**config.mk**
```make
export PLATFORM = sky130hd
export DESIGN_NAME = sbc_operating_mode_controller
export DESIGN_NICKNAME = d
export VERILOG_FILES = /design/src/spi_frame_slave.v /design/src/sbc_operating_mode_controller.v
export VERILOG_INCLUDE_DIRS = /design/src
export SDC_FILE = /design/constraint.sdc
export NUM_CORES = 1
export LEC_CHECK = 0
export ABC_CLOCK_PERIOD_IN_PS = 2800
export BUFFER_PORTS_ARGS = -buffer_cell sky130_fd_sc_hd__buf_4
export CAP_MARGIN = 40
export CORE_MARGIN = 2
export CORE_UTILIZATION = 57
export CTS_BUF_LIST = sky130_fd_sc_hd__clkbuf_8
export DETAILED_ROUTE_END_ITERATION = 6
export PLACE_DENSITY_LB_ADDON = 0.2
export SYNTH_ARGS = -nofsm -noshare
export SYNTH_HDL_FRONTEND = slang
export SYNTH_SLANG_ARGS = --single-unit
```
**constraint.sdc**
```tcl
create_clock -name clk -period 2.8 [get_ports clk]
set_clock_uncertainty 0.1 [all_clocks]
set_input_delay 0 -clock clk [delete_from_list [all_inputs] [get_ports clk]]
set_output_delay 0 -clock clk [all_outputs]
set_load 0.02 [all_outputs]
```
**src/sbc_mode_defs.vh**
```
// constants of the operating mode controller: offsets, fields, codes, times
`ifndef SBC_MODE_DEFS_VH
`define SBC_MODE_DEFS_VH

// serial register addresses (7-bit)
`define ADDR_MODE_SELECT   7'h01
`define ADDR_MAIN_STATUS   7'h03
`define ADDR_EVENT_ENABLE  7'h04
`define ADDR_WDOG_STATUS   7'h05
`define ADDR_SUPPLY_CTRL   7'h10
`define ADDR_EVENT_STATUS  7'h61
`define ADDR_NV_STATUS     7'h70
`define ADDR_NV_CONFIG     7'h74
`define ADDR_IDENT         7'h7E

// mode select field
`define MODE_FIELD_MSB     2
`define MODE_FIELD_LSB     0
`define MODE_REQ_SLEEP     3'h1
`define MODE_REQ_STANDBY   3'h4
`define MODE_REQ_NORMAL    3'h7
`define MODE_SELECT_RESET  3'h4

// main status fields
`define MAIN_OVERTEMP_WARNING_STATUS_BIT      6
`define MAIN_NMS_BIT       5

// event enable / event status fields
`define EVT_OTW_BIT        2
`define EVT_SPI_FAILURE_EVENT_BIT       1

// supply control fields
`define SUP_CTRL_MSB       2
`define SUP_CTRL_LSB       1
`define SUP_STARTUP_BIT    0
`define SUP_CTRL_OFF       2'h0
`define SUP_CTRL_NORMAL    2'h1
`define SUP_CTRL_ACTIVE    2'h2
`define SUP_CTRL_ALWAYS    2'h3

// non-volatile configuration fields and factory values
`define NV_FORCED_NORMAL_CFG_BIT_BIT        0
`define NV_SLEEP_INHIBIT_BIT_BIT        2
`define NV_FACTORY_VALUE   8'h01
`define NV_STATUS_FACTORY  8'h01

// identification value, arbitrary
`define IDENT_VALUE        8'h5A

// reset cause codes
`define RSS_POWER_ON       5'h00
`define RSS_CAN_WAKE       5'h01
`define RSS_DIAG_WAKE      5'h0D
`define RSS_EXT_RESET      5'h11
`define RSS_LEFT_OTEMP     5'h12
`define RSS_V1_UNDERVOLT   5'h13
`define RSS_ILLEGAL_SLEEP  5'h14

// operating mode state codes
`define ST_OFF             3'h0
`define ST_RESET           3'h1
`define ST_STANDBY         3'h2
`define ST_NORMAL          3'h3
`define ST_SLEEP           3'h4
`define ST_FORCED          3'h5
`define ST_OTEMP           3'h6

// timing: clock rate and times in microseconds
`define CLK_MHZ            100
`define STARTUP_US         1000
`define RESET_PULSE_US     20
`define RESET_PULSE_CYC    (`RESET_PULSE_US * `CLK_MHZ)
// last timer count of the reset pulse, sized to match the timer
`define RESET_PULSE_LAST   17'h007CF

`endif

```
**src/spi_frame_slave.v**
```verilog
// serial frame slave: 8-bit address/read-only byte then 8-bit data
`timescale 1ns/1ps
module spi_frame_slave (
  input  wire       clk,
  input  wire       resetn,
  input  wire       sckPin,
  input  wire       sdiPin,
  input  wire       csnPin,
  input  wire [7:0] readData,
  output reg  [6:0] frameAddr,
  output reg        frameReadOnly,
  output reg        addrStrobe,
  output reg        writeStrobe,
  output reg  [7:0] writeData,
  output reg        sdo
);

  reg [2:0] sckSync;
  reg [1:0] sdiSync;
  reg [2:0] csnSync;
  reg [4:0] bitCnt;
  reg [7:0] inShift;
  reg [7:0] outShift;
  wire      sckRise;
  wire      sckFall;
  wire      csnRise;
  wire      csnLow;

  // two-flop synchronisers; edges read stages two and three only
  always @(posedge clk or negedge resetn) begin
    if (!resetn) begin
      sckSync <= 3'h0;
      sdiSync <= 2'h0;
      csnSync <= 3'h7;
    end else begin
      sckSync <= {sckSync[1:0], sckPin};
      sdiSync <= {sdiSync[0], sdiPin};
      csnSync <= {csnSync[1:0], csnPin};
    end
  end

  assign sckRise = sckSync[1] & ~sckSync[2];
  assign sckFall = ~sckSync[1] & sckSync[2];
  assign csnRise = csnSync[1] & ~csnSync[2];
  assign csnLow  = ~csnSync[1];

  // shift in on rising sck, shift out on falling sck (mode 0)
  always @(posedge clk or negedge resetn) begin
    if (!resetn) begin
      bitCnt        <= 5'h00;
      inShift       <= 8'h00;
      outShift      <= 8'h00;
      frameAddr     <= 7'h00;
      frameReadOnly <= 1'b1;
      addrStrobe    <= 1'b0;
      writeStrobe   <= 1'b0;
      writeData     <= 8'h00;
      sdo           <= 1'b0;
    end else begin
      addrStrobe  <= 1'b0;
      writeStrobe <= 1'b0;
      if (!csnLow) begin
        bitCnt <= 5'h00;
        sdo    <= 1'b0;
        // only a complete 16-bit frame commits a write
        if (csnRise && bitCnt == 5'h10 && !frameReadOnly)
          writeStrobe <= 1'b1;
      end else begin
        if (sckRise && bitCnt != 5'h10) begin
          inShift <= {inShift[6:0], sdiSync[1]};
          bitCnt  <= bitCnt + 5'h01;
          if (bitCnt == 5'h07) begin
            frameAddr     <= inShift[6:0];
            frameReadOnly <= sdiSync[1];
            addrStrobe    <= 1'b1;
          end
          if (bitCnt == 5'h0F)
            writeData <= {inShift[6:0], sdiSync[1]};
        end
        // read data is latched right after the address byte
        if (addrStrobe)
          outShift <= readData;
        else if (sckFall && bitCnt >= 5'h08 && bitCnt < 5'h10) begin
          sdo      <= outShift[7];
          outShift <= {outShift[6:0], 1'b0};
        end
      end
    end
  end

endmodule

```
**src/sbc_operating_mode_controller.v**
```verilog
// operating mode state machine with per-mode supply, reset and bus control
`timescale 1ns/1ps
`include "sbc_mode_defs.vh"

module sbc_operating_mode_controller #(
  parameter STARTUP_CYC = `STARTUP_US * `CLK_MHZ
) (
  input  wire       clk,
  input  wire       resetn,
  input  wire       batteryAbovePowerOn,
  input  wire       batteryBelowPowerOff,
  input  wire       tempAboveWarning,
  input  wire       tempAboveShutdown,
  input  wire       tempBelowRelease,
  input  wire       v1Undervoltage,
  input  wire       canSupplyUndervoltage,
  input  wire       wakeRegular,
  input  wire       wakeDiagnostic,
  input  wire       wakePending,
  input  wire       wakeSourceEnabled,
  input  wire       canRxBit,
  input  wire       resetLineIn,
  output wire       resetLineOut,
  output wire       resetLineOe,
  input  wire       sck,
  input  wire       sdi,
  input  wire       csn,
  output wire       sdo,
  output reg        mcuRegulatorEn,
  output reg        auxSupplyEn,
  output reg        canTxEnable,
  output reg        canRxEnable,
  output reg        canBusRelease,
  output reg        receiveLine,
  output reg        watchdogEnable,
  output reg        watchdogWindowEn,
  output reg  [2:0] operatingMode,
  output reg        overtempWarningStatus,
  output reg        overtempWarningEvent,
  output reg        spiFailureEvent
);

  reg  [1:0]  batOnSync, batOffSync, warnSync, otpSync, relSync;
  reg  [1:0]  v1UvSync, canUvSync, wakeRegSync, wakeDiagSync;
  reg  [1:0]  pendSync, srcSync, rstSync;
  reg  [2:0]  mode_q, mode_d;
  reg  [4:0]  cause_q, cause_d;
  reg  [2:0]  modeSel_q;
  reg         normalSeen_q;
  reg  [7:0]  nvConfig_q;
  reg         factory_q;
  reg         otwEnable_q, spifEnable_q;
  reg  [2:0]  supCtrl_q;
  reg  [16:0] timer_q;
  reg         pulseDone_q;
  reg         fromForced_q;
  reg         powerUp_q;
  reg         sleepFail;
  reg  [7:0]  readData;
  reg         readAllowed;
  wire [6:0]  frameAddr;
  wire        frameReadOnly;
  wire        addrStrobe;
  wire        writeStrobe;
  wire [7:0]  writeData;
  wire        spiActive;
  wire        modeWrite;
  wire [2:0]  reqCode;
  wire        extReset;
  wire        supRequest;

  spi_frame_slave serial (
    .clk           (clk),
    .resetn        (resetn),
    .sckPin        (sck),
    .sdiPin        (sdi),
    .csnPin        (csn),
    .readData      (readData),
    .frameAddr     (frameAddr),
    .frameReadOnly (frameReadOnly),
    .addrStrobe    (addrStrobe),
    .writeStrobe   (writeStrobe),
    .writeData     (writeData),
    .sdo           (sdo)
  );

  // two-flop synchronisers for detector and pin inputs
  always @(posedge clk or negedge resetn) begin
    if (!resetn) begin
      batOnSync  <= 2'h0;  batOffSync   <= 2'h3;
      warnSync   <= 2'h0;  otpSync      <= 2'h0;
      relSync    <= 2'h0;  v1UvSync     <= 2'h0;
      canUvSync  <= 2'h0;  wakeRegSync  <= 2'h0;
      wakeDiagSync <= 2'h0; pendSync    <= 2'h0;
      srcSync    <= 2'h0;  rstSync      <= 2'h0;
    end else begin
      batOnSync    <= {batOnSync[0], batteryAbovePowerOn};
      batOffSync   <= {batOffSync[0], batteryBelowPowerOff};
      warnSync     <= {warnSync[0], tempAboveWarning};
      otpSync      <= {otpSync[0], tempAboveShutdown};
      relSync      <= {relSync[0], tempBelowRelease};
      v1UvSync     <= {v1UvSync[0], v1Undervoltage};
      canUvSync    <= {canUvSync[0], canSupplyUndervoltage};
      wakeRegSync  <= {wakeRegSync[0], wakeRegular};
      wakeDiagSync <= {wakeDiagSync[0], wakeDiagnostic};
      pendSync     <= {pendSync[0], wakePending};
      srcSync      <= {srcSync[0], wakeSourceEnabled};
      rstSync      <= {rstSync[0], resetLineIn};
    end
  end

  // serial port only serves frames in the awake modes
  assign spiActive = (mode_q == `ST_STANDBY) || (mode_q == `ST_NORMAL) ||
                     (mode_q == `ST_FORCED);
  assign modeWrite = writeStrobe && spiActive &&
                     frameAddr == `ADDR_MODE_SELECT;
  assign reqCode   = writeData[`MODE_FIELD_MSB:`MODE_FIELD_LSB];
  // external pull-down seen while the line is not driven by us
  assign extReset  = !rstSync[1] && !resetLineOe;

  always @* begin
    readAllowed = (mode_q != `ST_FORCED) ||
                  frameAddr == `ADDR_MAIN_STATUS ||
                  frameAddr == `ADDR_WDOG_STATUS ||
                  frameAddr == `ADDR_IDENT ||
                  frameAddr == `ADDR_NV_STATUS ||
                  frameAddr == `ADDR_NV_CONFIG;
    readData = 8'h00;
    if (spiActive && readAllowed) begin
      case (frameAddr)
        `ADDR_MODE_SELECT:  readData = {5'h00, modeSel_q};
        `ADDR_MAIN_STATUS:  readData = {1'b0, overtempWarningStatus,
                                        ~normalSeen_q, cause_q};
        `ADDR_EVENT_ENABLE: readData = {5'h00, otwEnable_q,
                                        spifEnable_q, 1'b0};
        `ADDR_EVENT_STATUS: readData = {5'h00, overtempWarningEvent,
                                        spiFailureEvent, 1'b0};
        `ADDR_SUPPLY_CTRL:  readData = {5'h00, supCtrl_q};
        `ADDR_NV_STATUS:    readData = factory_q ? `NV_STATUS_FACTORY
                                                 : 8'h00;
        `ADDR_NV_CONFIG:    readData = nvConfig_q;
        `ADDR_IDENT:        readData = `IDENT_VALUE;
        default:            readData = 8'h00;
      endcase
    end
  end

  // next mode; battery loss outranks everything, then overtemp
  always @* begin
    mode_d    = mode_q;
    cause_d   = cause_q;
    sleepFail = 1'b0;
    case (mode_q)
      `ST_OFF: begin
        if (batOnSync[1] && timer_q == STARTUP_CYC[16:0]) begin
          mode_d  = `ST_RESET;
          cause_d = `RSS_POWER_ON;
        end
      end
      `ST_RESET: begin
        if (pulseDone_q && rstSync[1] && nvConfig_q[`NV_FORCED_NORMAL_CFG_BIT_BIT])
          mode_d = `ST_FORCED;
        else if (pulseDone_q && rstSync[1])
          mode_d = `ST_STANDBY;
      end
      `ST_STANDBY, `ST_NORMAL: begin
        if (v1UvSync[1]) begin
          mode_d  = `ST_RESET;
          cause_d = `RSS_V1_UNDERVOLT;
        end else if (extReset) begin
          mode_d  = `ST_RESET;
          cause_d = `RSS_EXT_RESET;
        end else if (modeWrite) begin
          case (reqCode)
            `MODE_REQ_NORMAL:  mode_d = `ST_NORMAL;
            `MODE_REQ_STANDBY: mode_d = `ST_STANDBY;
            `MODE_REQ_SLEEP: begin
              if (nvConfig_q[`NV_SLEEP_INHIBIT_BIT_BIT])
                sleepFail = 1'b1;
              else if (pendSync[1] || !srcSync[1]) begin
                mode_d  = `ST_RESET;
                cause_d = `RSS_ILLEGAL_SLEEP;
              end else
                mode_d = `ST_SLEEP;
            end
            default: mode_d = mode_q;
          endcase
        end
      end
      `ST_FORCED: begin
        if (v1UvSync[1]) begin
          mode_d  = `ST_RESET;
          cause_d = `RSS_V1_UNDERVOLT;
        end else if (extReset) begin
          mode_d  = `ST_RESET;
          cause_d = `RSS_EXT_RESET;
        end
      end
      `ST_SLEEP: begin
        if (wakeDiagSync[1]) begin
          mode_d  = `ST_RESET;
          cause_d = `RSS_DIAG_WAKE;
        end else if (wakeRegSync[1]) begin
          mode_d  = `ST_RESET;
          cause_d = `RSS_CAN_WAKE;
        end
      end
      `ST_OTEMP: begin
        if (relSync[1]) begin
          mode_d  = `ST_RESET;
          cause_d = `RSS_LEFT_OTEMP;
        end
      end
      default: mode_d = `ST_OFF;
    endcase
    if (otpSync[1] && mode_q != `ST_OFF && mode_q != `ST_SLEEP &&
        mode_q != `ST_OTEMP)
      mode_d = `ST_OTEMP;
    if (batOffSync[1])
      mode_d = `ST_OFF;
  end

  // mode register, reset cause, startup and reset pulse timer
  always @(posedge clk or negedge resetn) begin
    if (!resetn) begin
      mode_q       <= `ST_OFF;
      cause_q      <= `RSS_POWER_ON;
      modeSel_q    <= `MODE_SELECT_RESET;
      normalSeen_q <= 1'b0;
      timer_q      <= 17'h00000;
      pulseDone_q  <= 1'b0;
      fromForced_q <= 1'b0;
      powerUp_q    <= 1'b1;
    end else begin
      mode_q  <= mode_d;
      cause_q <= cause_d;
      if (mode_d == `ST_NORMAL)
        normalSeen_q <= 1'b1;
      if (mode_d == `ST_NORMAL || mode_d == `ST_STANDBY ||
          mode_d == `ST_SLEEP)
        modeSel_q <= (mode_d == `ST_NORMAL)  ? `MODE_REQ_NORMAL :
                     (mode_d == `ST_STANDBY) ? `MODE_REQ_STANDBY :
                                               `MODE_REQ_SLEEP;
      if (mode_d == `ST_OFF) begin
        normalSeen_q <= 1'b0;
        powerUp_q    <= 1'b1;
      end else if (mode_q == `ST_RESET && mode_d != `ST_RESET)
        powerUp_q <= 1'b0;
      if (mode_d != mode_q) begin
        timer_q      <= 17'h00000;
        pulseDone_q  <= 1'b0;
        fromForced_q <= (mode_q == `ST_FORCED);
      end else if (mode_q == `ST_OFF) begin
        // count only while the battery stays above power-on
        if (!batOnSync[1])
          timer_q <= 17'h00000;
        else if (timer_q != STARTUP_CYC[16:0])
          timer_q <= timer_q + 17'h00001;
      end else if (mode_q == `ST_RESET) begin
        // an undervoltage holds the pulse until v1 recovers
        if (v1UvSync[1])
          timer_q <= 17'h00000;
        else if (timer_q == `RESET_PULSE_LAST)
          pulseDone_q <= 1'b1;
        else
          timer_q <= timer_q + 17'h00001;
      end
    end
  end

  // configuration registers and sticky events; a set beats a clear
  always @(posedge clk or negedge resetn) begin
    if (!resetn) begin
      nvConfig_q            <= `NV_FACTORY_VALUE;
      factory_q             <= 1'b1;
      otwEnable_q           <= 1'b0;
      spifEnable_q          <= 1'b0;
      supCtrl_q             <= 3'h0;
      overtempWarningStatus <= 1'b0;
      overtempWarningEvent  <= 1'b0;
      spiFailureEvent       <= 1'b0;
    end else begin
      if (writeStrobe && spiActive) begin
        case (frameAddr)
          `ADDR_EVENT_ENABLE: begin
            otwEnable_q  <= writeData[`EVT_OTW_BIT];
            spifEnable_q <= writeData[`EVT_SPI_FAILURE_EVENT_BIT];
          end
          `ADDR_SUPPLY_CTRL: supCtrl_q <= writeData[2:0];
          `ADDR_NV_CONFIG: begin
            if (factory_q) begin
              nvConfig_q <= writeData;
              factory_q  <= 1'b0;
            end
          end
          default: ;
        endcase
      end
      overtempWarningStatus <= warnSync[1];
      if (warnSync[1] && !overtempWarningStatus && otwEnable_q)
        overtempWarningEvent <= 1'b1;
      else if (writeStrobe && spiActive &&
               frameAddr == `ADDR_EVENT_STATUS &&
               writeData[`EVT_OTW_BIT])
        overtempWarningEvent <= 1'b0;
      if (sleepFail)
        spiFailureEvent <= 1'b1;
      else if (writeStrobe && spiActive &&
               frameAddr == `ADDR_EVENT_STATUS &&
               writeData[`EVT_SPI_FAILURE_EVENT_BIT])
        spiFailureEvent <= 1'b0;
    end
  end

  // aux supply decode from control bits
  assign supRequest =
    (supCtrl_q[`SUP_CTRL_MSB:`SUP_CTRL_LSB] == `SUP_CTRL_ALWAYS) ||
    (supCtrl_q[`SUP_CTRL_MSB:`SUP_CTRL_LSB] == `SUP_CTRL_ACTIVE &&
     mode_q != `ST_SLEEP) ||
    (supCtrl_q[`SUP_CTRL_MSB:`SUP_CTRL_LSB] == `SUP_CTRL_NORMAL &&
     mode_q == `ST_NORMAL) ||
    (supCtrl_q[`SUP_STARTUP_BIT] && mode_q == `ST_RESET && powerUp_q);

  // reset line is open drain: driven low outside the awake modes, except in reset once the pulse is done
  assign resetLineOut = 1'b0;
  // reset line low in off, sleep, overtemp and in reset until the pulse is done
  assign resetLineOe  = !(spiActive || (mode_q == `ST_RESET && pulseDone_q));

  // per-mode outputs, registered
  always @(posedge clk or negedge resetn) begin
    if (!resetn) begin
      mcuRegulatorEn   <= 1'b0;
      auxSupplyEn      <= 1'b0;
      canTxEnable      <= 1'b0;
      canRxEnable      <= 1'b0;
      canBusRelease    <= 1'b1;
      receiveLine      <= 1'b1;
      watchdogEnable   <= 1'b0;
      watchdogWindowEn <= 1'b0;
      operatingMode    <= `ST_OFF;
    end else begin
      operatingMode    <= mode_q;
      // regulator off in overtemp, also off and sleep
      mcuRegulatorEn   <= !(mode_q == `ST_OFF || mode_q == `ST_SLEEP ||
                            mode_q == `ST_OTEMP);
      // forced normal supplies and transceiver on
      auxSupplyEn      <= (mode_q == `ST_FORCED) ||
                          (mode_q != `ST_OFF && mode_q != `ST_OTEMP &&
                           supRequest);
      // transmitter kept through reset from forced normal
      canTxEnable      <= (mode_q == `ST_FORCED) ||
                          (mode_q == `ST_NORMAL) ||
                          (mode_q == `ST_RESET && fromForced_q &&
                           !canUvSync[1]);
      canRxEnable      <= (mode_q == `ST_FORCED) || (mode_q == `ST_NORMAL);
      canBusRelease    <= (mode_q == `ST_OFF) || (mode_q == `ST_OTEMP);
      // pending wake holds receive line low outside off, normal and forced normal
      receiveLine      <= (mode_q == `ST_FORCED || mode_q == `ST_NORMAL) ?
                          canRxBit : !(pendSync[1] && mode_q != `ST_OFF);
      // watchdog only in standby, normal, sleep
      watchdogEnable   <= (mode_q == `ST_STANDBY) ||
                          (mode_q == `ST_NORMAL) || (mode_q == `ST_SLEEP);
      watchdogWindowEn <= (mode_q == `ST_NORMAL);
    end
  end

endmodule

```
; ---- Word-level counts from Yosys, hierarchy flattened
; Cells that the tools add are included.
[word_totals]
regBits = 131
out_inout_bits = 17
word_cells = 271
[classes]
n_addsub = 2
n_lt_le_gt_ge = 2
eq_ne = 49
muxes = 74
bitwise_logic = 8
n_reduce_logical = 87
[ops]
columns = operator, count
row1 = 2-to-1 mux 17 bit, 7
row2 = 2-to-1 mux 5 bit, 14
row3 = one-hot mux 8 bit (8 select lines), 1
row4 = 2-to-1 mux 3 bit, 17
row5 = logical AND 1 bit, 31
row6 = 2-to-1 mux 1 bit, 29
row7 = "== test 7 bit, second input constant", 4
row8 = one-hot mux 5 bit (5 select lines), 1
row9 = 2-to-1 mux 8 bit, 3
row10 = logical OR 1 bit, 21
row11 = "!= test 4 bit, second input constant", 5
row12 = "== test 3 bit, second input constant", 6
row13 = one-hot mux 3 bit (6 select lines), 1
row14 = nonzero test 2 bit, 9
row15 = "adder 17 x 1 -> 17 bit, second input constant", 1
row16 = "== test 17 x 11 -> 1 bit, second input constant", 1
row17 = "== test 17 bit, second input constant", 1
row18 = "!= test 17 bit, second input constant", 1
row19 = "!= test 3 bit, second input constant", 5
row20 = "== test 7 x 3 -> 1 bit, second input constant", 2
row21 = "== test 3 x 2 -> 1 bit, second input constant", 4
row22 = AND reduction 2 bit, 6
row23 = AND reduction 3 bit, 4
row24 = one-hot mux 3 bit (3 select lines), 1
row25 = other kinds (27), 47

; ---- Longest topological paths before layout
; Gate-level depths: netlist (run 1).
[depth]
word_depth = 15
mapped_depth = 10

; ---- Cells and area by module
; Synthesis (run 1) repeated with hierarchy kept, for this count alone.
[unflattened]
hier_cells = 548
area_unflattened_um2 = 6170.9
[modules_own_cells]
columns = mod, n_inst, cells_each, area_each_um2
row1 = sbc_operating_mode_controller, 1, 410, 4256.6
row2 = spi_frame_slave, 1, 138, 1914.3

; ---- Worst setup path after synthesis (run 1)
; Ideal clock, no wire load.
[synth_path]
kind = reg-to-reg
from = reg serial.bitCnt[0]
to = reg serial.frameAddr[0]
setup_ps = 125
t_arrival_ps = 2358
required_ps = 2575
path_slack_ps = 217
stages_incl_launch_ff = 10
period_less_slack_ps = 2583
cell_sequence = dfrtp_1 inv_1 ha_1 or4b_1 and3b_1 buf_2 nor2b_1 buf_2 nor4b_2 mux2_2
[synth_via]
elab_chain_len = 3
elab_cells_between_ends = 4
classes_between = eq/ne (2) / reduce/logical (2)
[synth_lines]
columns = item, line
row1 = start: declaration, spi_frame_slave.v:21  ; reg [4:0] bitCnt;
row2 = start signal: assignment, spi_frame_slave.v:71  ; bitCnt <= bitCnt + 5'h01;
row3 = != test 5 bit, spi_frame_slave.v:69  ; if (sckRise && bitCnt != 5'h10) begin
row4 = logical AND 1 bit, spi_frame_slave.v:69
row5 = AND reduction 3 bit (no source line) (*), -
row6 = end signal: assignment, spi_frame_slave.v:73  ; frameAddr <= inShift[6:0];
row7 = end: declaration, spi_frame_slave.v:10  ; output reg [6:0] frameAddr,
; Every way passes the cells marked *; elsewhere a longest branch is shown, timed or not.
; A chain may end at the register's enable or synchronous reset.

; ---- Final worst setup path (run 1)
[layout_path]
from = reg timer_q[2]
to = reg cause_q[0]
[layout_via]
elab_chain_len = 4
[layout_lines]
columns = item, line
row1 = start: declaration, sbc_operating_mode_controller.v:54  ; reg [16:0] timer_q;
row2 = start signal: assignment, sbc_operating_mode_controller.v:258  ; timer_q <= timer_q + 17'h00001;
row3 = start signal: assignment, sbc_operating_mode_controller.v:266  ; timer_q <= timer_q + 17'h00001;
row4 = == test 17 bit, sbc_operating_mode_controller.v:155  ; if (batOnSync[1] && timer_q == STARTUP_CYC[16:0]) begin
row5 = logical AND 1 bit, sbc_operating_mode_controller.v:155
row6 = != test 2 bit (no source line), -
row7 = AND reduction 9 bit (no source line), -
row8 = end signal: assignment, sbc_operating_mode_controller.v:227  ; cause_q <= `RSS_POWER_ON;
row9 = end signal: assignment, sbc_operating_mode_controller.v:236  ; cause_q <= cause_d;
row10 = end: declaration, sbc_operating_mode_controller.v:47  ; reg [4:0] cause_q, cause_d;
; No other way between the ends.

==> results of run 1 <==
where the power goes:
part / switching [mW] / leakage, nW / internal [mW]
clock network: 0.742 / 0.222 / 0.989
registers: 0.0631 / 1.71 / 1.97
logic: 0.0850 / 1.33 / 0.0958
cells in the final DEF, fill, tap and decap left out, types with 11 or more instances in the layout:
cell	synthesis	layout
xor2_1	13	13
dfrtp_1	119	119
nor2_1	17	17
nand3_1	20	20
a21oi_1	23	23
buf_4	1	60
clkbuf_8	0	18
inv_1	16	18
nand2_1	46	46
o21ai_0	24	24
dfstp_2	12	12
nand4_1	11	11
dlygate4sd3_1	0	17
mux2_2	40	40
nor3_1	23	23
registers in the layout (all words and copies together) (netlist names), 5 cells and up:
register and cells:
nvConfig_q 8, serial.frameAddr 7, serial.writeData 8, serial.inShift 7
timer_q 17, cause_q 5, serial.bitCnt 5, serial.outShift 8
worst max-delay path: stages, from the launching register on:
cell and delay, ns:
dfrtp_1 0.43, nor4b_1 0.43, nand4_1 0.18, o31a_1 0.57, a311oi_4 0.47, mux2_2 0.38
repair_timing:
item / 4_1_cts / 5_1_grt
hold endpoints to repair: 140 / 0
endpoints found under the setup margin: 0 / 27
gates resized for setup: 0 / 3
hold buffers: 18 / 0
final cells by class:
type                       instances  area share
sequential                       131       0.455
clock inverter                    14      0.0259
multi-input combinational        373       0.359
inverter                          17     0.00881
timing repair buffer              80      0.0940
tap                              136      0.0235
clock buffer                      18      0.0342
cell families after synthesis:
group	after synthesis	share of synthesized area
mux	42	0.0777
compound gates	112	0.128
fa+ha+maj	5	0.0103
other cells	1	0.000619
buf+inv	44	0.0310
simple gates	196	0.184
xor+xnor	17	0.0246
flops	131	0.544
stage by stage:
stage / power, mW / utilization / hold slack [ns] / area, um2
2_1_floorplan: 2.13 / - / -0.396 / 6060
3_3_place_gp: 2.22 / 0.638 / -0.137 / 6590
3_5_place_dp: 2.23 / 0.639 / -0.130 / 6600
4_1_cts: 3.97 / 0.699 / 0.0305 / 7220
5_1_grt: 4.10 / 0.702 / 0.0324 / 7240
6_report: 3.94 / 0.702 / 0.0409 / 7240
worst paths after layout:
path / cells after the start / startpoint / slack (ns) / end
setup / recovery: 5 / timer_q[2]$_DFFE_PN0P_ / 0.13 / cause_q[0]$_DFFE_PN0P_
hold / removal: 2 / resetn / 0.04 / nvConfig_q[0]$_DFFE_PN1P_
setup reg to reg: 5 / timer_q[2]$_DFFE_PN0P_ / 0.13 / cause_q[0]$_DFFE_PN0P_
hold reg to reg: 0 / serial.sdiSync[0]$_DFF_PN0_ / 0.25 / serial.sdiSync[1]$_DFF_PN0_
max in group asynchronous: 3 / resetn / 2.10 / factory_q$_DFFE_PN1P_
min in group clk: 2 / sck / 0.09 / serial.sckSync[0]$_DFF_PN0_
metal layers:
| layer | GRT usage | up-vias | share of wire |
|---|---|---|---|
| li1 | - | 2139 | - |
| met1 | 0.353 | 2235 | 0.45 |
| met2 | 0.382 | 164 | 0.46 |
| met3 | 0.0687 | 28 | 0.054 |
| met4 | 0.122 | 0 | 0.030 |
| met5 | 0 | - | 0 |
==> impl_metrics.yaml, run 1 <==
routing:
  wirelength_um: 13500
  ant_nets: 0
  drtIter0Drc: 266
  drc: 0
  drt_first_pass_iters: 5
  vias: 4566
  via_per_inst: 5.94
  wl_per_cell_um: 17.6
global_route:
  antenna_found_initial: 0
  grt_pass1_wl_um: 22500
  grt_max_degree: 68
  track_usage: 0.257
  grt_overflow: 0
  grt_pass1_vias: 4518
timing:
  slew_headroom: 0.438
  fin_ws_ns: 0.129
  max_clock_freq_mhz: 374
  fin_setup_tns_ns: 0
  maxSlewViolCount: 0
  setup_violations: 0
  tightest_slew_ns: 0.841
  min_period_ns: 2.67
  finalCritPeriodShare: 0.954
  grt_setup_unrepaired: "no"
  hold_violations: 0
synth:
  synth_edf_count: 0
  synth-seq-area-share: 0.544
  syn_nets: 571
  ys_seq_elements: 131
  syn_avg_cell_area_um2: 11.1
  yosys.cell_types.count: 72
  synthCells: 548
  yosysTopAreaCellShare: 0.492
  synthTopCellsByArea: "dfrtp_1 49%, mux2_2 7.4%, dfstp_2 5.2%"
  synth_top_area_cell: "dfrtp_1"
  synthFlopType: "dfrtp_1"
  syn_area_mm2: 0.00606
  synth.most_common_cell: "dfrtp_1"
  yosysWarnings: 0
  async_reset_ff_frac: 1.00
  synthTopCellsByCount: "119 x dfrtp_1, 46 x nand2_1, 40 x mux2_2"
placed_design:
  dpl.hpwl_um: 9510
  post-place-ws_ns: 0.0108
  io_buffers: 33
  gp_congestion: 0.949
  placed_cells: 719
final_layout:
  n_fill_cell: 752
  drive_above_1_share: 0.254
  register_area_mm2: 0.00329
  num_antenna_cells: 0
  area_growth_pct: 19.6
  multi_input_area_mm2: 0.00260
  stdcell_count: 769
  num-nets-final: 643
cts:
  cts_max_path_buffers: 2
  insertion_delay_ns: 0.45
  clock-root-buffer: "clkbuf_8"
  clkTransAtPathRegs_ns: 0.07
  cts_setup_buffers: 0
  h-tree-depth: 4
  numCtsBuffers: 17
  cts_tree: "done"
  cts_sinks: 131
die:
  coreArea_mm2: 0.0103
  io_pins: 35
  die_h_um: 107
  rows: 37
  die_area_mm2: 0.0115
  die_x_um: 107
  floorplan.initialDensity: 0.587
worst_setup_path:
  critPathLaunchType: "register"
  end_kind: "register"
  path_max_fanout: 18
  cp.required_ns: 3.04
  arrival_ns: 2.91
  worstSetupPathType: "register to register"
job:
  maxCapViolations: 0
outcome:
  outcome: "finished, final reports clean"
pwr:
  max-vdd-ir-drop_mv: 0.534
  p_per_area_mw_per_mm2: 544
  leakagePower_nw: 3.26
hold_path:
  hold_class: "primary input to async pin"
Note: power is estimated with default switching activity, not from simulation.
==> inputs of run 2 (changes only) <==
--- a/config.mk
+++ b/config.mk
@@ -16,4 +16,5 @@
 export PLACE_DENSITY_LB_ADDON = 0.2
 export SYNTH_ARGS = -nofsm -noshare
 export SYNTH_HDL_FRONTEND = slang
+export SYNTH_HIERARCHICAL = 1
 export SYNTH_SLANG_ARGS = --single-unit
==> impl_metrics.yaml, run 2 <==
outcome:
  outcome: "complete, but fails checks"
  violations: "hold timing"
synth:
  synth_edf_count: 0
  yosys.cell_types.count: 77
  syn_area_mm2: 0.00617
  synth-adder-area-share: 0.0101
  syn_nets: 571
  syn_avg_cell_area_um2: 11.3
  synthMuxAreaShare: 0.0815
  synth-seq-area-share: 0.534
  yosysWarnings: 6
  synth.most_common_cell: "dfrtp_1"
  synth_top_area_cell: "dfrtp_1"
  synth-compound-area-share: 0.130
  synthTopCellsByArea: "dfrtp_1 48%, mux2_2 7.5%, dfstp_2 5.1%"
  synthTopCellsByCount: "119 x dfrtp_1, 45 x nor2_1, 43 x nand2_1"
  synth_top_family_by_area: "simple AND/OR/NAND/NOR gates"
  synthCells: 548
  yosys.area_share.simple: 0.190
  ys_seq_elements: 131
  async_reset_ff_frac: 1.00
  synthXorXnorAreaFrac: 0.0227
  synthFlopType: "dfrtp_1"
  yosysTopAreaCellShare: 0.483
cts:
  clkTransAtPathRegs_ns: 0.07
  cts_max_path_buffers: 2
  numCtsBuffers: 17
  cts_sinks: 131
  clock-root-buffer: "clkbuf_8"
  h-tree-depth: 4
  insertion_delay_ns: 0.45
  cts_tree: "done"
global_route:
  grt_pass1_wl_um: 23000
  grt_pass1_vias: 4609
  grt_max_degree: 61
  track_usage: 0.262
  antenna_found_initial: 0
  grt_overflow: 0
timing:
  setup_violations: 0
  fin_ws_ns: 0.174
  tightest_slew_ns: 0.640
  fin_setup_tns_ns: 0
  finalCritPeriodShare: 0.938
  min_period_ns: 2.63
  slew_headroom: 0.570
  maxSlewViolCount: 0
  max_clock_freq_mhz: 381
  grt_setup_unrepaired: "no"
  hold_violations: 12
  holdWs_ns: -0.0408
die:
  io_pins: 35
  die_x_um: 108
  die_h_um: 108
  floorplan.initialDensity: 0.592
  rows: 37
  coreArea_mm2: 0.0104
  die_area_mm2: 0.0117
pwr:
  max-vdd-ir-drop_mv: 0.450
  leakagePower_nw: 3.26
  p_per_area_mw_per_mm2: 519
final_layout:
  top_register: "timer_q"
  layout_common_cells: "117 x dfrtp_1, 65 x buf_4, 45 x nor2_1"
  register_area_mm2: 0.00330
  num_antenna_cells: 0
  layout_commonest_cell: "dfrtp_1"
  largest_reg_flops: 17
  drive_above_1_share: 0.286
  num-nets-final: 654
  n_fill_cell: 774
  multi_input_area_mm2: 0.00271
  area_growth_pct: 19.1
worst_setup_path:
  cp.required_ns: 3.03
  arrival_ns: 2.86
  path_max_fanout: 12
  critPathLaunchType: "register"
  worstSetupPathType: "register to register"
  end_kind: "register"
routing:
  vias: 4562
  drt_first_pass_iters: 5
  wl_per_cell_um: 17.8
  ant_nets: 0
  via_per_inst: 5.85
  drtIter0Drc: 302
  wirelength_um: 13900
  drc: 0
placed_design:
  gp_congestion: 0.926
  dpl.hpwl_um: 9900
  io_buffers: 33
  post-place-ws_ns: 0.0843
job:
  maxCapViolations: 0
hold_path:
  hold_class: "primary input to async pin"
[run 2: cell types whose count changed after synthesis, moves of 7 or more]
cell / change
a2bb2oi_1: +7
nand3_1: -7
nor2_1: +28
nor2_4: +10
nor3_1: -7
o21ai_0: -7
o22a_1: +7
or3_1: -7
[run 2: final timing paths]
| kind | from | endpoint | slack [ns] | cells past startpoint |
|---|---|---|---|---|
| max | mode_q[0]$_DFF_PN0_ | fromForced_q$_DFFE_PN0N_ | 0.17 | 9 |
| min | resetn | timer_q[6]$_DFFE_PN0P_ | -0.04 | 2 |
| max reg2reg | mode_q[0]$_DFF_PN0_ | fromForced_q$_DFFE_PN0N_ | 0.17 | 9 |
| min reg2reg | serial/sdiSync[0]$_DFF_PN0_ | serial/sdiSync[1]$_DFF_PN0_ | 0.25 | 0 |
| max in group asynchronous | resetn | batOffSync[0]$_DFF_PN1_ | 1.78 | 3 |
| min in group clk | csn | serial/csnSync[0]$_DFF_PN1_ | 0.10 | 2 |
[run 2: routing by layer]
metal / GRT usage / up-vias / share of wire
li1: - / 2143 / -
met5: 0 / - / 0
met1: 0.365 / 2297 / 0.47
met4: 0.0998 / 0 / 0.018
met2: 0.403 / 100 / 0.47
met3: 0.0597 / 22 / 0.040
[run 2: cell families (layout without fill, tap and decap cells)]
kind of cell | after synthesis | count (layout)
other | 1 | 1
adder cells (fa/ha/maj) | 5 | 5
buffers and inverters | 39 | 135
XOR/XNOR | 16 | 16
AO/OA/AOI/OAI | 108 | 108
AND/OR/NAND/NOR | 203 | 203
flip-flops | 131 | 131
multiplexers | 45 | 45
[run 2: through the flow]
| stage | area [um2] | utilization | total power [mW] | hold slack (ns) | instances |
|---|---|---|---|---|---|
| finish | 7350 | 0.706 | 3.81 | -0.0408 | 780 |
| global route | 7350 | 0.706 | 3.96 | 0.0201 | 780 |
| CTS | 7320 | 0.703 | 3.85 | 0.00214 | 780 |
| detailed placement | 6750 | 0.648 | 2.24 | -0.0759 | 731 |
| global placement | 6750 | 0.648 | 2.23 | -0.0944 | 731 |
| floorplan | 6170 | - | 2.14 | -0.396 | 548 |
[run 2: what timing repair did]
| item | CTS | global route |
|---|---|---|
| buffers inserted | 0 | 0 |
| hold endpoints to repair | 139 | 0 |
| resized for setup | 0 | 6 |
| hold buffers | 17 | 0 |
| endpoints found under the setup margin | 0 | 26 |
[run 2: critical path, cell delays in order, from the launching register on]
cell      delay, ns
dfrtp_1        0.60
buf_4          0.27
nand2b_1       0.14
o21ai_1        0.20
nand2_1        0.15
nor2_1         0.24
nor3b_1        0.26
buf_4          0.18
nor2_1         0.05
mux2_1         0.33
[run 2: layout make-up]
cell class | count | share of cell area
Clock buffer | 21 | 0.0393
Clock inverter | 11 | 0.0153
Inverter | 18 | 0.00919
Multi-Input combinational cell | 378 | 0.368
Sequential cell | 131 | 0.448
Tap cell | 136 | 0.0231
Timing Repair Buffer | 85 | 0.0965
[run 2: report_power, final]
part           internal [mW]  total (mW)  switching [mW]  leakage, nW
combinational         0.0924       0.183          0.0906         1.35
clock                  0.873        1.59           0.718        0.208
sequential              1.97        2.04          0.0704         1.71
total                   2.93        3.81           0.879         3.26
==> inputs of run 3 (changes only) <==
--- a/config.mk
+++ b/config.mk
@@ -13,6 +13,7 @@
 export CORE_UTILIZATION = 57
 export CTS_BUF_LIST = sky130_fd_sc_hd__clkbuf_8
 export DETAILED_ROUTE_END_ITERATION = 6
+export HOLD_SLACK_MARGIN = 0.05
 export PLACE_DENSITY_LB_ADDON = 0.2
 export SYNTH_ARGS = -nofsm -noshare
 export SYNTH_HDL_FRONTEND = slang
==> impl_metrics.yaml, run 3 (synthesis results as in run 2) <==
placed_design:
  dpl.hpwl_um: 9900
  placed_cells: 731
  post-place-ws_ns: 0.0843
  io_buffers: 33
  place_area_mm2: 0.00675
  gp_congestion: 0.926
cts:
  insertion_delay_ns: 0.45
  clkTransAtPathRegs_ns: 0.07
  cts_tree: "done"
  cts_sinks: 131
  clock-root-buffer: "clkbuf_8"
  numCtsBuffers: 17
  cts_setup_buffers: 0
  cts_max_path_buffers: 2
  h-tree-depth: 4
timing:
  fin_setup_tns_ns: 0
  grt_setup_unrepaired: "no"
  setup_violations: 0
  fin_ws_ns: 0.181
  finalCritPeriodShare: 0.935
  maxSlewViolCount: 0
  hold_violations: 0
  slew_headroom: 0.585
  max_clock_freq_mhz: 382
  holdWs_ns: 0.0985
  min_period_ns: 2.62
  tightest_slew_ns: 0.617
routing:
  drtIter0Drc: 332
  wl_per_cell_um: 18.0
  wirelength_um: 14100
  vias: 4563
  ant_nets: 0
  drc: 0
  drt_first_pass_iters: 5
  via_per_inst: 5.84
global_route:
  grt_pass1_vias: 4617
  grt_pass1_wl_um: 23300
  grt_overflow: 0
  antenna_found_initial: 0
  grt_max_degree: 55
  track_usage: 0.266
job:
  maxCapViolations: 0
worst_setup_path:
  end_kind: "register"
  arrival_ns: 2.85
  critPathLaunchType: "register"
  worstSetupPathType: "register to register"
  cp.required_ns: 3.03
  path_max_fanout: 12
final_layout:
  stdcell_count: 782
  drive_above_1_share: 0.286
  largest_reg_flops: 17
  n_fill_cell: 771
  layout_common_cells: "117 x dfrtp_1, 65 x buf_4, 45 x nor2_1"
  num_antenna_cells: 0
  layout_commonest_cell: "dfrtp_1"
  top_register: "timer_q"
  postLayoutCellArea_mm2: 0.00739
  num-nets-final: 656
  multi_input_area_mm2: 0.00271
  final_util: 0.709
  register_area_mm2: 0.00330
  area_growth_pct: 19.7
pwr:
  max-vdd-ir-drop_mv: 0.450
  finalPower_mw: 3.81
  p_per_area_mw_per_mm2: 516
  leakagePower_nw: 3.28
die:
  die_x_um: 108
  die_area_mm2: 0.0117
  floorplan.initialDensity: 0.592
  rows: 37
  io_pins: 35
  coreArea_mm2: 0.0104
  die_h_um: 108
hold_path:
  hold_class: "primary input to register"
outcome:
  outcome: "finished, final reports clean"
==> run 3: worst max-delay path, stage by stage, from the launching register on <==
cell and delay, ns:
dfrtp_1 0.59, buf_4 0.27, nand2b_1 0.14, o21ai_1 0.20, nand2_1 0.15, nor2_1 0.24, nor3b_1 0.26, buf_4 0.18
nor2_1 0.05, mux2_1 0.32
==> run 3: cell type report <==
class	count	area share
clock buffers	21	0.0391
clock inverters	11	0.0152
inverters	18	0.00914
multi-input cells	378	0.366
flip-flops and latches	131	0.446
well taps	136	0.0230
repair buffers	87	0.101
==> run 3: metal layers <==
| layer | up-vias | wire (um) | track usage |
|---|---|---|---|
| li1 | 2146 | - | - |
| met4 | 0 | 234 | 0.101 |
| met1 | 2277 | 6630 | 0.375 |
| met3 | 19 | 650 | 0.0597 |
| met5 | - | 0 | 0 |
| met2 | 121 | 6530 | 0.405 |
==> run 3: where the power goes <==
group	total, mW	internal (mW)	switching, mW
combinational	0.191	0.0974	0.0937
clock	1.58	0.873	0.711
sequential	2.04	1.97	0.0696
total	3.81	2.94	0.874
==> run 3: repair_timing <==
action                     CTS  global route
gates resized for setup      0             6
hold buffers                19             0
hold endpoints to repair   139             0
setup endpoints to repair    0            27
==> run 3: final timing paths <==
kind                       slack [ns]                     endpoint  cells after the start                         from
max reg2reg                      0.18     fromForced_q$_DFFE_PN0N_                      9          mode_q[0]$_DFF_PN0_
min in group asynchronous        0.59     modeSel_q[2]$_DFFE_PN1P_                      3                       resetn
min reg2reg                      0.25  serial/sdiSync[1]$_DFF_PN0_                      0  serial/sdiSync[0]$_DFF_PN0_
max in group asynchronous        1.62      batOffSync[0]$_DFF_PN1_                      4                       resetn
max                              0.18     fromForced_q$_DFFE_PN0N_                      9          mode_q[0]$_DFF_PN0_
min                               0.1  serial/csnSync[0]$_DFF_PN1_                      2                          csn
